**src/rtl/pm_pkg.sv**
```systemverilog
// Package for the power-state sequencer: register map, fields, states, carriers.
// Assumes a 32-bit APB bus with byte addresses and one word per register.
package pm_pkg;
  // Register byte offsets
  localparam logic [7:0] A_CTRL = 8'h00;
  localparam logic [7:0] A_TIME = 8'h04;
  localparam logic [7:0] A_GRP0 = 8'h08;
  localparam logic [7:0] A_VSET_A = 8'h20;
  localparam logic [7:0] A_VSET_B = 8'h24;
  localparam logic [7:0] A_SAVE_A = 8'h28;
  localparam logic [7:0] A_SAVE_B = 8'h2c;
  localparam logic [7:0] A_RAILS = 8'h30;
  localparam logic [7:0] A_CMD = 8'h34;
  localparam logic [7:0] A_STAT = 8'h38;
  // Control field positions
  localparam int C_TWAKE = 0;
  localparam int C_TRUNOFF = 1;
  localparam int C_WADAPT = 2;
  localparam int C_RESTORE = 3;
  localparam int C_LPIRQ = 4;
  localparam int C_AOD = 5;
  localparam int C_SER = 6;
  localparam int C_I2C = 8;
  localparam int C_BAUD = 15;
  localparam int C_LPDIS = 19;
  localparam int C_MINV = 24;
  // Rail vector: converters 0..7, regulators 1..3 in bits 8..10
  localparam int RAIL_W = 11;
  localparam int N_GRP = 6;
  localparam logic [10:0] LP_ALLOW = 11'h705;
  localparam logic [10:0] LP_BLOCK = 11'h0fa;
  localparam logic [1:0] SER_ALONE = 2'h0;
  localparam logic [6:0] LIM_FULL = 7'h64;
  localparam logic [6:0] LIM_LP = 7'h05;
  localparam int READY_S = 10;
  localparam logic [31:0] CTRL_RST = 32'h0000_0000;
  localparam logic [31:0] TIME_RST = 32'h0010_0010;

  typedef enum logic [5:0] {
    S_OFF = 6'h01,
    S_SD = 6'h02,
    S_LOAD = 6'h04,
    S_RDY = 6'h08,
    S_ACT = 6'h10,
    S_LP = 6'h20
  } pstate_e;

  typedef struct packed {
    logic backup_ok;
    logic main_ok;
    logic [7:0] vin_level;
    logic rtc_alarm;
    logic adapter_present;
    logic fault_sd;
    logic over_temp;
    logic shutdown_pin;
    logic ext_on_request_n;
    logic low_power_request_n;
    logic [5:1] rail_enable_in;
    logic power_good;
    logic cold_boot;
    logic irq_source;
    logic tick;
    logic cfg_done;
  } pm_in_s;

  typedef struct packed {
    logic [31:0] ctrl;
    logic [31:0] vset_a;
    logic [23:0] vset_b;
  } nv_s;

  typedef struct packed {
    pstate_e state;
    logic rtc_on;
    logic vbat_on;
    logic vdd_on;
    logic wdt_on;
    logic serial_on;
    logic cfg_load_req;
    logic [1:0] pulse_freq_mode;
    logic [6:0] cur_limit_pct;
    logic [10:0] rails;
    logic [31:0] vset_a;
    logic [23:0] vset_b;
    logic [1:0] serial_type;
    logic [6:0] i2c_addr;
    logic [3:0] baud_sel;
    logic host_irq_n_o;
    logic host_irq_n_oe;
  } pm_out_s;
endpackage

```
**src/rtl/power_state_sequencer.sv**
```systemverilog
// Power-state sequencer with APB register file, one clock domain.
// Assumes pins synchronous to pclk and a one-cycle timebase tick input.
`timescale 1ns/1ps
`default_nettype none
module power_state_sequencer
  import pm_pkg::*;
#(
  parameter int TICK_HZ = 32
) (
  // Clock and reset
  input wire logic pclk,
  input wire logic presetn,
  // APB slave
  input wire logic psel,
  input wire logic penable,
  input wire logic pwrite,
  input wire logic [7:0] paddr,
  input wire logic [31:0] pwdata,
  output logic [31:0] prdata,
  output logic pready,
  output logic pslverr,
  // Pins, sensors and configuration store
  input wire pm_in_s pins,
  input wire nv_s nv,
  // Power control outputs
  output pm_out_s outs
);
  localparam logic [15:0] READY_TICKS = 16'(READY_S * TICK_HZ);

  typedef struct packed {
    pstate_e state;
    logic [31:0] ctrl;
    logic [31:0] tmo;
    logic [N_GRP-1:0][10:0] grp;
    logic [31:0] vset_a;
    logic [23:0] vset_b;
    logic [31:0] save_a;
    logic [23:0] save_b;
    logic saved_v;
    logic [10:0] rails;
    logic [5:1] en_q;
    logic ext_q;
    logic lpr_q;
    logic [15:0] cnt;
    logic [15:0] hold_cnt;
    logic [15:0] reset_out_timeout_cnt;
    logic reset_out_timeout_done;
    logic hold_pend;
    logic lp_want;
    logic irq_at;
    logic irq_gap;
    logic irq_lvl;
    logic irq_hi;
    logic [31:0] prdata;
    logic slverr;
  } st_s;

  st_s s_r;
  st_s s_nxt;
  logic [31:0] rd_val;
  logic rd_hit;
  logic wr;
  logic shut_cmd;
  logic ext_low;
  logic ext_fall;
  logic lpr_fall;
  logic lpr_rise;
  logic hold_hit;
  logic go_sd;
  logic edge_ok;
  logic rs_ok;
  logic wake;
  logic want_irq;

  assign wr = psel && penable && pwrite;
  assign shut_cmd = wr && (paddr == A_CMD) && pwdata[0];
  assign ext_low = !pins.ext_on_request_n;
  assign ext_fall = ext_low && !s_r.ext_q;
  assign lpr_fall = !pins.low_power_request_n && s_r.lpr_q;
  assign lpr_rise = pins.low_power_request_n && !s_r.lpr_q;
  assign hold_hit = s_r.hold_cnt >= s_r.tmo[15:0];
  assign rs_ok = ((s_r.rails & s_r.grp[0]) == s_r.grp[0]) && pins.power_good;
  assign want_irq = pins.irq_source && !s_r.irq_gap;

  ////////////////////////////////////////////////////////////////////////////
  // APB read decode
  always_comb begin
    rd_val = '0;
    rd_hit = 1'b1;
    case (paddr)
      A_CTRL: rd_val = s_r.ctrl;
      A_TIME: rd_val = s_r.tmo;
      A_VSET_A: rd_val = s_r.vset_a;
      A_VSET_B: rd_val = {8'h00, s_r.vset_b};
      A_SAVE_A: rd_val = s_r.save_a;
      A_SAVE_B: rd_val = {8'h00, s_r.save_b};
      A_RAILS: rd_val = {21'h000000, s_r.rails};
      A_CMD: rd_val = '0;
      A_STAT: rd_val = {23'h000000, s_r.lp_want, outs.serial_on, s_r.saved_v, s_r.state};
      default: rd_hit = 1'b0;
    endcase
    for (int k = 0; k < N_GRP; k++) begin
      if (paddr == A_GRP0 + 8'(4 * k)) begin
        rd_val = {21'h000000, s_r.grp[k]};
        rd_hit = 1'b1;
      end
    end
  end

  ////////////////////////////////////////////////////////////////////////////
  // Next state
  always_comb begin
    s_nxt = s_r;
    go_sd = 1'b0;
    wake = 1'b0;
    edge_ok = 1'b0;
    s_nxt.irq_gap = 1'b0;
    if (psel && !penable) begin
      s_nxt.prdata = rd_val;
      s_nxt.slverr = !rd_hit;
    end
    if (wr) begin
      case (paddr)
        A_CTRL: s_nxt.ctrl = pwdata;
        A_TIME: s_nxt.tmo = pwdata;
        A_VSET_A: s_nxt.vset_a = pwdata;
        A_VSET_B: s_nxt.vset_b = pwdata[23:0];
        A_RAILS: begin
          if (s_r.state inside {S_RDY, S_ACT, S_LP}) begin
            s_nxt.rails = pwdata[RAIL_W-1:0];
          end
        end
        default: ;
      endcase
      for (int k = 0; k < N_GRP; k++) begin
        if (paddr == A_GRP0 + 8'(4 * k)) begin
          s_nxt.grp[k] = pwdata[10:0];
        end
      end
    end
    s_nxt.en_q = pins.rail_enable_in;
    s_nxt.ext_q = ext_low;
    s_nxt.lpr_q = pins.low_power_request_n;
    // Rail enable pins act on edges only; dropped outside ready/active/low-power, and in low-power when the pin's LPDIS bit is set
    for (int k = 1; k <= 5; k++) begin
      edge_ok = (s_r.state inside {S_RDY, S_ACT}) ||
        (s_r.state == S_LP && !s_r.ctrl[C_LPDIS + k - 1]);
      if (edge_ok && pins.rail_enable_in[k] && !s_r.en_q[k]) begin
        s_nxt.rails = s_nxt.rails |
          ((s_r.state == S_LP) ? (s_r.grp[k] & LP_ALLOW) : s_r.grp[k]);
      end
      if (edge_ok && !pins.rail_enable_in[k] && s_r.en_q[k]) begin
        s_nxt.rails = s_nxt.rails & ~s_r.grp[k];
      end
    end
    // Hold-low timer on the external-on pin, counted in timebase ticks
    if (!ext_low) begin
      s_nxt.hold_cnt = '0;
    end else if (pins.tick && !hold_hit) begin
      s_nxt.hold_cnt = s_r.hold_cnt + 16'h0001;
    end
    if (s_r.hold_pend && (s_r.state inside {S_LOAD, S_RDY})) begin
      if (!ext_low) begin
        go_sd = 1'b1;
      end else if (hold_hit) begin
        s_nxt.hold_pend = 1'b0;
      end
    end
    unique case (s_r.state)
      S_OFF: begin
        s_nxt.state = S_SD;
      end
      S_SD: begin
        wake = pins.main_ok && (pins.rtc_alarm || ext_fall ||
          (pins.rail_enable_in[1] && !s_r.en_q[1] && !pins.cold_boot));
        if (pins.adapter_present && s_r.ctrl[C_WADAPT]) begin
          wake = 1'b1;
        end
        if (wake) begin
          s_nxt.state = S_LOAD;
          s_nxt.hold_pend = ext_fall && s_r.ctrl[C_TWAKE];
        end
      end
      S_LOAD: begin
        if (pins.cfg_done) begin
          s_nxt.ctrl = nv.ctrl;
          s_nxt.vset_a = nv.vset_a;
          s_nxt.vset_b = nv.vset_b;
          if (pins.vin_level > nv.ctrl[C_MINV +: 8]) begin
            s_nxt.state = S_RDY;
            s_nxt.cnt = '0;
            s_nxt.rails = s_nxt.rails | s_r.grp[0];
          end else begin
            go_sd = 1'b1;
          end
        end
      end
      S_RDY: begin
        if (pins.tick && s_r.cnt != 16'hffff) begin
          s_nxt.cnt = s_r.cnt + 16'h0001;
        end
        if (!pins.main_ok || pins.over_temp) begin
          go_sd = 1'b1;
        end else if (s_r.rails != '0 && !s_r.hold_pend) begin
          s_nxt.state = S_ACT;
          s_nxt.reset_out_timeout_cnt = '0;
          s_nxt.reset_out_timeout_done = 1'b0;
          if (s_r.ctrl[C_RESTORE] && s_r.saved_v) begin
            s_nxt.vset_a = s_r.save_a;
            s_nxt.vset_b = s_r.save_b;
          end
        end else if (s_r.cnt >= READY_TICKS && !pins.adapter_present) begin
          go_sd = 1'b1;
        end
      end
      S_ACT: begin
        if (!s_r.reset_out_timeout_done) begin
          if (!rs_ok) begin
            s_nxt.reset_out_timeout_cnt = '0;
          end else if (s_r.reset_out_timeout_cnt >= s_r.tmo[31:16]) begin
            s_nxt.reset_out_timeout_done = 1'b1;
          end else if (pins.tick) begin
            s_nxt.reset_out_timeout_cnt = s_r.reset_out_timeout_cnt + 16'h0001;
          end
        end
        if (lpr_fall && (s_r.rails[0] || s_r.rails[2])) begin
          s_nxt.lp_want = 1'b1;
          s_nxt.irq_at = pins.irq_source;
        end else if (lpr_rise) begin
          s_nxt.lp_want = 1'b0;
        end
        if ((s_r.rails == '0 && !s_r.ctrl[C_WADAPT]) || pins.fault_sd ||
            pins.over_temp) begin
          go_sd = 1'b1;
        end else if (shut_cmd || pins.shutdown_pin ||
            (s_r.ctrl[C_TRUNOFF] && ext_low && hold_hit)) begin
          go_sd = 1'b1;
        end else if (s_r.lp_want && (s_r.rails & LP_BLOCK) == '0) begin
          s_nxt.state = S_LP;
          s_nxt.lp_want = 1'b0;
          s_nxt.irq_gap = s_r.ctrl[C_LPIRQ] && s_r.irq_at;
        end
      end
      S_LP: begin
        if ((s_r.rails == '0 && !pins.adapter_present) || pins.fault_sd) begin
          go_sd = 1'b1;
        end else if (lpr_rise) begin
          s_nxt.state = S_ACT;
        end
      end
    endcase
    if (go_sd) begin
      if (s_r.state inside {S_ACT, S_LP}) begin
        s_nxt.save_a = s_r.vset_a;
        s_nxt.save_b = s_r.vset_b;
        s_nxt.saved_v = 1'b1;
      end
      s_nxt.state = S_SD;
      s_nxt.rails = '0;
      s_nxt.hold_pend = 1'b0;
      s_nxt.lp_want = 1'b0;
      s_nxt.reset_out_timeout_done = 1'b0;
    end
    if (!pins.backup_ok) begin
      s_nxt.state = S_OFF;
      s_nxt.rails = '0;
      s_nxt.hold_pend = 1'b0;
      s_nxt.lp_want = 1'b0;
      s_nxt.reset_out_timeout_done = 1'b0;
    end
    // Interrupt pin: drive high one cycle on release when active open-drain
    s_nxt.irq_lvl = want_irq;
    s_nxt.irq_hi = s_r.irq_lvl && !want_irq && s_r.ctrl[C_AOD];
  end

  always_ff @(posedge pclk or negedge presetn) begin
    if (!presetn) begin
      s_r <= '0;
      s_r.state <= S_OFF;
      s_r.ctrl <= CTRL_RST;
      s_r.tmo <= TIME_RST;
      s_r.ext_q <= 1'b0;
      s_r.lpr_q <= 1'b1;
    end else begin
      s_r <= s_nxt;
    end
  end

  ////////////////////////////////////////////////////////////////////////////
  // Outputs
  assign prdata = s_r.prdata;
  assign pslverr = s_r.slverr;
  assign pready = 1'b1;
  assign outs.state = s_r.state;
  assign outs.rtc_on = s_r.state != S_OFF;
  assign outs.vbat_on = s_r.state != S_OFF;
  assign outs.vdd_on = s_r.state inside {S_LOAD, S_RDY, S_ACT, S_LP};
  assign outs.wdt_on = s_r.state inside {S_RDY, S_ACT};
  assign outs.serial_on = (s_r.ctrl[C_SER +: 2] != SER_ALONE) &&
    ((s_r.state == S_RDY) || (s_r.state == S_ACT && s_r.reset_out_timeout_done));
  assign outs.cfg_load_req = s_r.state == S_LOAD;
  assign outs.pulse_freq_mode = (s_r.state == S_LP) ? 2'h3 : 2'h0;
  assign outs.cur_limit_pct = (s_r.state == S_LP) ? LIM_LP : LIM_FULL;
  assign outs.rails = s_r.rails;
  assign outs.vset_a = s_r.vset_a;
  assign outs.vset_b = s_r.vset_b;
  assign outs.serial_type = s_r.ctrl[C_SER +: 2];
  assign outs.i2c_addr = s_r.ctrl[C_I2C +: 7];
  assign outs.baud_sel = s_r.ctrl[C_BAUD +: 4];
  assign outs.host_irq_n_o = !s_r.irq_lvl;
  assign outs.host_irq_n_oe = s_r.irq_lvl || s_r.irq_hi;
endmodule
`default_nettype wire

```
**config.mk**
```make
export PLATFORM = sky130hd
export DESIGN_NAME = power_state_sequencer
export DESIGN_NICKNAME = d
export VERILOG_FILES = /design/src/rtl/pm_pkg.sv /design/src/rtl/power_state_sequencer.sv
export SDC_FILE = /design/constraint.sdc
export NUM_CORES = 1
export LEC_CHECK = 0
export ABC_AREA = 1
export BUFFER_PORTS_ARGS = -buffer_cell sky130_fd_sc_hd__buf_2
export CORE_MARGIN = 8
export CORE_UTILIZATION = 25
export DETAILED_ROUTE_END_ITERATION = 10
export GPL_TIMING_DRIVEN = 0
export PLACE_DENSITY_LB_ADDON = 0.1
export SLEW_MARGIN = 40
export SYNTH_ARGS = -nofsm -noshare
export SYNTH_HDL_FRONTEND = slang
export SYNTH_SLANG_ARGS = --single-unit
```
**constraint.sdc**
```tcl
create_clock -name pclk -period 2.6 [get_ports pclk]
set_input_delay 0.52 -clock pclk [delete_from_list [all_inputs] [get_ports pclk]]
set_output_delay 0.52 -clock pclk [all_outputs]
set_load 0.005 [all_outputs]
```
Yosys cells after proc, flatten, opt, wreduce, memory -nomap -nowiden
Index checks and enable logic that the tools add are counted.
{ "classes": {"order_cmp": 4, "n_mux": 114, "eq_ne": 43, "bitwise": 17, "addsub": 3, "reduce_logical": 128} }
{ "ops": {"columns": ["cell", "n"], "rows": [
  ["2-to-1 mux 32 bit", 10],
  ["2-to-1 mux 11 bit", 24],
  ["case mux 32 bit (8 select lines)", 1],
  ["2-to-1 mux 56 bit", 4],
  ["2-to-1 mux 186 bit", 1],
  ["2-to-1 mux 16 bit", 8],
  ["case mux 56 bit (2 select lines)", 1],
  ["bitwise AND 11 bit", 6],
  ["2-to-1 mux 6 bit", 11],
  ["bitwise OR 11 bit", 6],
  ["logical AND 1 bit", 57],
  ["equality test 8 x 6 -> 1 bit (second input constant)", 7],
  ["inverter 11 bit", 5],
  ["2-to-1 mux 17 bit", 3],
  ["adder 16 x 1 -> 16 bit (second input constant)", 3],
  ["2-to-1 mux 8 bit", 5],
  ["2-to-1 mux 38 bit", 1],
  ["case mux 6 bit (6 select lines)", 1],
  ["2-to-1 mux 1 bit", 35],
  ["case mux 17 bit (2 select lines)", 1],
  ["equality test 8 x 5 -> 1 bit (second input constant)", 4],
  [">= comparator 16 bit", 2],
  ["case mux 16 bit (2 select lines)", 1],
  ["logical NOT 1 bit", 30],
  ["other kinds (39)", 82]
]} }
{ "word_totals": {"out_inout_bits": 137, "regBits": 355, "word_cells": 339, "inputBits": 160} }

Depth between registers and ports, before layout
{ "logic_depth": {"ltp_word": 31, "depth_mapped": 20} }

Least setup slack after synthesis
OpenSTA, ideal clock, no wires.
{ "synth_timing": {"path_type": "input port to flip-flop", "start": "input nv[87] in the netlist's numbering", "end": "register s_r[85] in the netlist's numbering", "setup_ns": 0.120, "required_time_ns": 2.480, "path_slack_ns": 0.352, "arrival_time_ns": 2.127, "cell_stages": 14, "path_cell_list": "inv_1 -> ha_1 -> nand2_1 -> o21ai_0 -> a21oi_1 -> or2_2 -> nand2_1 -> nand3_4 -> nor2_4 -> nand2_2 -> nor2_2 -> nand3_1 -> nand2_1 -> a21oi_1"} }
{ "synth_between": {"elab_chain_len": 3} }
{ "synth_lines": {"columns": ["item", "line_no", "rtl"], "rows": [
  ["start: declaration", "power_state_sequencer.sv:24", "input wire nv_s nv,"],
  ["> comparator 8 bit", "power_state_sequencer.sv:189", "if (pins.vin_level > nv.ctrl[C_MINV +: 8]) begin"],
  ["!= test 2 x 1 -> 1 bit (no source line)", null, null],
  ["AND reduction 4 bit (no source line)", null, null],
  ["end signal: assignment", "power_state_sequencer.sv:285", "s_r <= s_nxt;"],
  ["end: declaration", "power_state_sequencer.sv:58", "st_s s_r;"]
]} }
No other way between the ends.
A chain may end at the register's enable or synchronous reset.

==> flow_summary_export.csv <==
group,metric,value,unit
outcome,outcome,"finished with violations",
outcome,violations,"setup timing",
synthesis,syn_inst,2687,
critical_path,start_kind,"flip-flop",
timing,fin_ws,-0.0240,ns
synthesis,ys_warn_count,0,
timing,slew_headroom,36.9,%
grt,grt_use_total,22.1,%
final_layout,area_delta_synth_final,26.9,%
detailed_routing,routed-wl-met2,48500,um
synthesis,synth_seq_cells,355,
min_path,hold_path_class,"primary input to flip-flop",
power,p_per_area,760,nW/um^2
timing,hold_viol,0,
critical_path,cp.arrival,2.10,ns
grt,grt_max_degree,69,
die,die_w,302,um
clocking,clk_path_buf_depth,3,
die,die_h,302,um
detailed_routing,highest_layer,"met5",
place,portBuffers,290,
clocking,cts_root_buffer,"clkbuf_16",
die,boundaryPins,297,
power,leakagePower,0.0123,uW
final_layout,drive_gt1_share,23.6,%
critical_path,end_kind,"output pin",
power,vdd_drop_max,0.000574,V
place,gp_congestion,0.908,
timing,fmax,381,MHz
die,fp.coreArea,81500,sq um
timing,drv_slew,0,
grt,grt_pass1_wl,147000,um
job,maxCapViolCount,0,
detailed_routing,drtPass1Iterations,5,
die,start_util,25.1,%
timing,rsz0062_at_grt,"yes",
final_layout,fin_cells,4170,
synthesis,postSynthAreaPerCell,7.60,sq um
detailed_routing,via_per_inst,4.95,
synthesis,yosysSeqAreaShare,43.5,%
grt,grt_pass1_vias,20237,
clocking,path_clk_slew,0.06,ns
synthesis,netlist_area,20400,sq um
detailed_routing,wl_per_cell,24.9,um
grt,antenna_found_initial,7,
die,dieArea,91100,sq um
place,dp.cells,4056,
timing,period_minus_slack,2.62,ns
critical_path,worstSetupPathType,"flip-flop to output pin",
place,post-place-ws,-1.05,ns
timing,fin_crit_sh,101,%
die,rows,105,
detailed_routing,drt-initial-drc-count,1565,
detailed_routing,ant_nets,0,
final_layout,final_nets,3272,
timing,setup_viol,1,
timing,tightest_slew,0.947,ns
timing,clock_skew,0.0366,ns
clocking,cts_tree,"done",
clocking,htreeDepth,2,
detailed_routing,dr_total_vias,20661,
clocking,clock-sinks,355,
detailed_routing,dr_wl_met3,6150,um
detailed_routing,drc,0,
clocking,numCtsBuffers,46,
place,dp_hpwl,81300,um
critical_path,crit_required,2.08,ns
detailed_routing,drt-met1-wl,46600,um
clocking,clk-insertion-delay-late,0.62,ns
detailed_routing,drt-total-wl,104000,um
critical_path,critPathMaxFanout,5,
synthesis,synth_cell_types,60,
grt,overflow,0,
## timing repair
item | in CTS | in global routing
gates resized for setup | 70 | 139
gates cloned | 0 | 5
endpoints found under the setup margin | 164 | 162
pin swaps | 7 | 27
hold buffers | 1 | 0
hold endpoints to repair | 28 | 0
setup buffers | 8 | 20
## worst max-delay path, cell delays in order, from the launching register on
cell and delay [ns]:
dfrtp_1 0.43, nor2_4 0.26, nand3_4 0.14, clkinvlp_4 0.13, nand2_2 0.07, a21oi_4 0.30, buf_2 0.19
## state kept, by name (all words and copies together), names as in the netlist
signal,cells
pslverr,1
s_r,236
outs,86
prdata,32
## stage by stage
step | total power, uW | area [sq um] | hold slack, ns | TNS, ns | utilization, %
2_1_floorplan | 10600 | 20400 | 0.224 | 0 | -
3_3_place_gp | 13000 | 23200 | 0.416 | -2540.41 | 28.5
3_5_place_dp | 13100 | 23400 | 0.409 | -138.21 | 28.7
4_1_cts | 19700 | 25200 | 0.0164 | -2.25 | 30.9
5_1_grt | 20700 | 25900 | 0.0250 | -0.141 | 31.8
6_report | 19700 | 25900 | 0.0504 | -0.0240 | 31.8
## metal layers
metal  GRT usage, %  up-vias
met5              0        -
met4           5.35        2
met3           3.14      149
met2           36.4      773
met1           30.4    10190
li1               -     9547
## cell usage after synthesis (all sizes together)
cell type | number | share of area [%]
nand3b | 2 | 0.073
nand2 | 819 | 15
nor3b | 1 | 0.061
o41ai | 1 | 0.043
a41oi | 1 | 0.043
a21o | 4 | 0.15
o21bai | 1 | 0.037
a31oi | 5 | 0.15
clkinv | 5 | 0.092
dfrtp | 351 | 43
o22ai | 47 | 1.4
o221ai | 35 | 1.5
nand3 | 94 | 2.6
o2111ai | 6 | 0.26
nand4 | 55 | 1.7
inv | 291 | 5.4
a21oi | 116 | 3.1
or2 | 8 | 0.25
clkbuf | 84 | 1.6
nor3 | 34 | 0.91
xor2 | 7 | 0.30
nor4 | 10 | 0.37
and3 | 2 | 0.061
o21ai | 324 | 8.0
ha | 44 | 2.7
a211oi | 7 | 0.28
dfstp | 4 | 0.51
conb | 2 | 0.037
nor4b | 1 | 0.043
o21a | 2 | 0.073
buf | 160 | 5.6
a221oi | 17 | 0.73
xnor2 | 1 | 0.043
o31ai | 6 | 0.22
nor2 | 102 | 2.1
mux2i | 1 | 0.049
o211ai | 37 | 1.4
## power by group
part	switching [uW]	total [uW]	internal, uW
registers	1190	8000	6800
logic	2950	5250	2300
clock network	2730	6440	3710
total	6870	19700	12800
## area by class of cell
| type | instances | area [sq um] |
|---|---|---|
| clock inverters | 9 | 126 |
| diodes | 1 | 2.50 |
| clock buffers | 70 | 1360 |
| fillers | 8858 | 55500 |
| plain buffers | 244 | 1660 |
| repair buffers | 330 | 2010 |
| well taps | 1070 | 1340 |
| flip-flops and latches | 355 | 8900 |
| inverters | 296 | 1130 |
| multi-input cells | 1795 | 9390 |
## logic make-up after synthesis
group | count (synthesis) | share of synthesized area [%]
compound gates | 609 | 17.3
flops | 355 | 43.5
fa+ha+maj | 44 | 2.70
other cells | 2 | 0.0368
buf+inv | 540 | 12.6
mux | 1 | 0.0490
simple gates | 1128 | 23.4
xor+xnor | 8 | 0.343
## layout by cell type (no fill, tap or decap), types with 7 or more instances in the layout
cell type / count
nand2_1: 794
dfrtp_1: 343
buf_2: 305
o21ai_0: 278
inv_1: 274
buf_4: 156
a21oi_1: 101
nand3_1: 81
nor2_1: 80
clkbuf_1: 63
nand4_1: 54
clkbuf_16: 51
o21ai_1: 45
o22ai_1: 43
ha_1: 40
o211ai_1: 37
o221ai_1: 34
clkbuf_2: 27
nor3_1: 25
nand2_2: 17
a221oi_1: 17
nor2_2: 15
inv_2: 14
a21oi_2: 13
clkbuf_8: 13
buf_12: 10
nand3_4: 8
or2_2: 8
dfrtp_2: 8
nor2_4: 7
xor2_1: 7
## path summary, 6_finish.rpt
kind	end	startpoint	cells past startpoint	slack, ns
hold / removal	s_r[88]$_DFF_PN1_	pins[10]	1	0.05
max in group asynchronous	s_r[74]$_DFFE_PN0P_	presetn	5	0.81
hold reg to reg	s_r[34]$_DFF_PN0_	s_r[35]$_DFF_PN0_	1	0.44
setup reg to reg	s_r[120]$_DFFE_PN0P_	s_r[289]$_DFFE_PN1P_	14	0.09
setup / recovery	outs[92]	outs[98]$_DFFE_PN0P_	6	-0.02
min in group asynchronous	s_r[51]$_DFFE_PN0P_	presetn	2	0.38
Power figures use the tool's default switching activity.
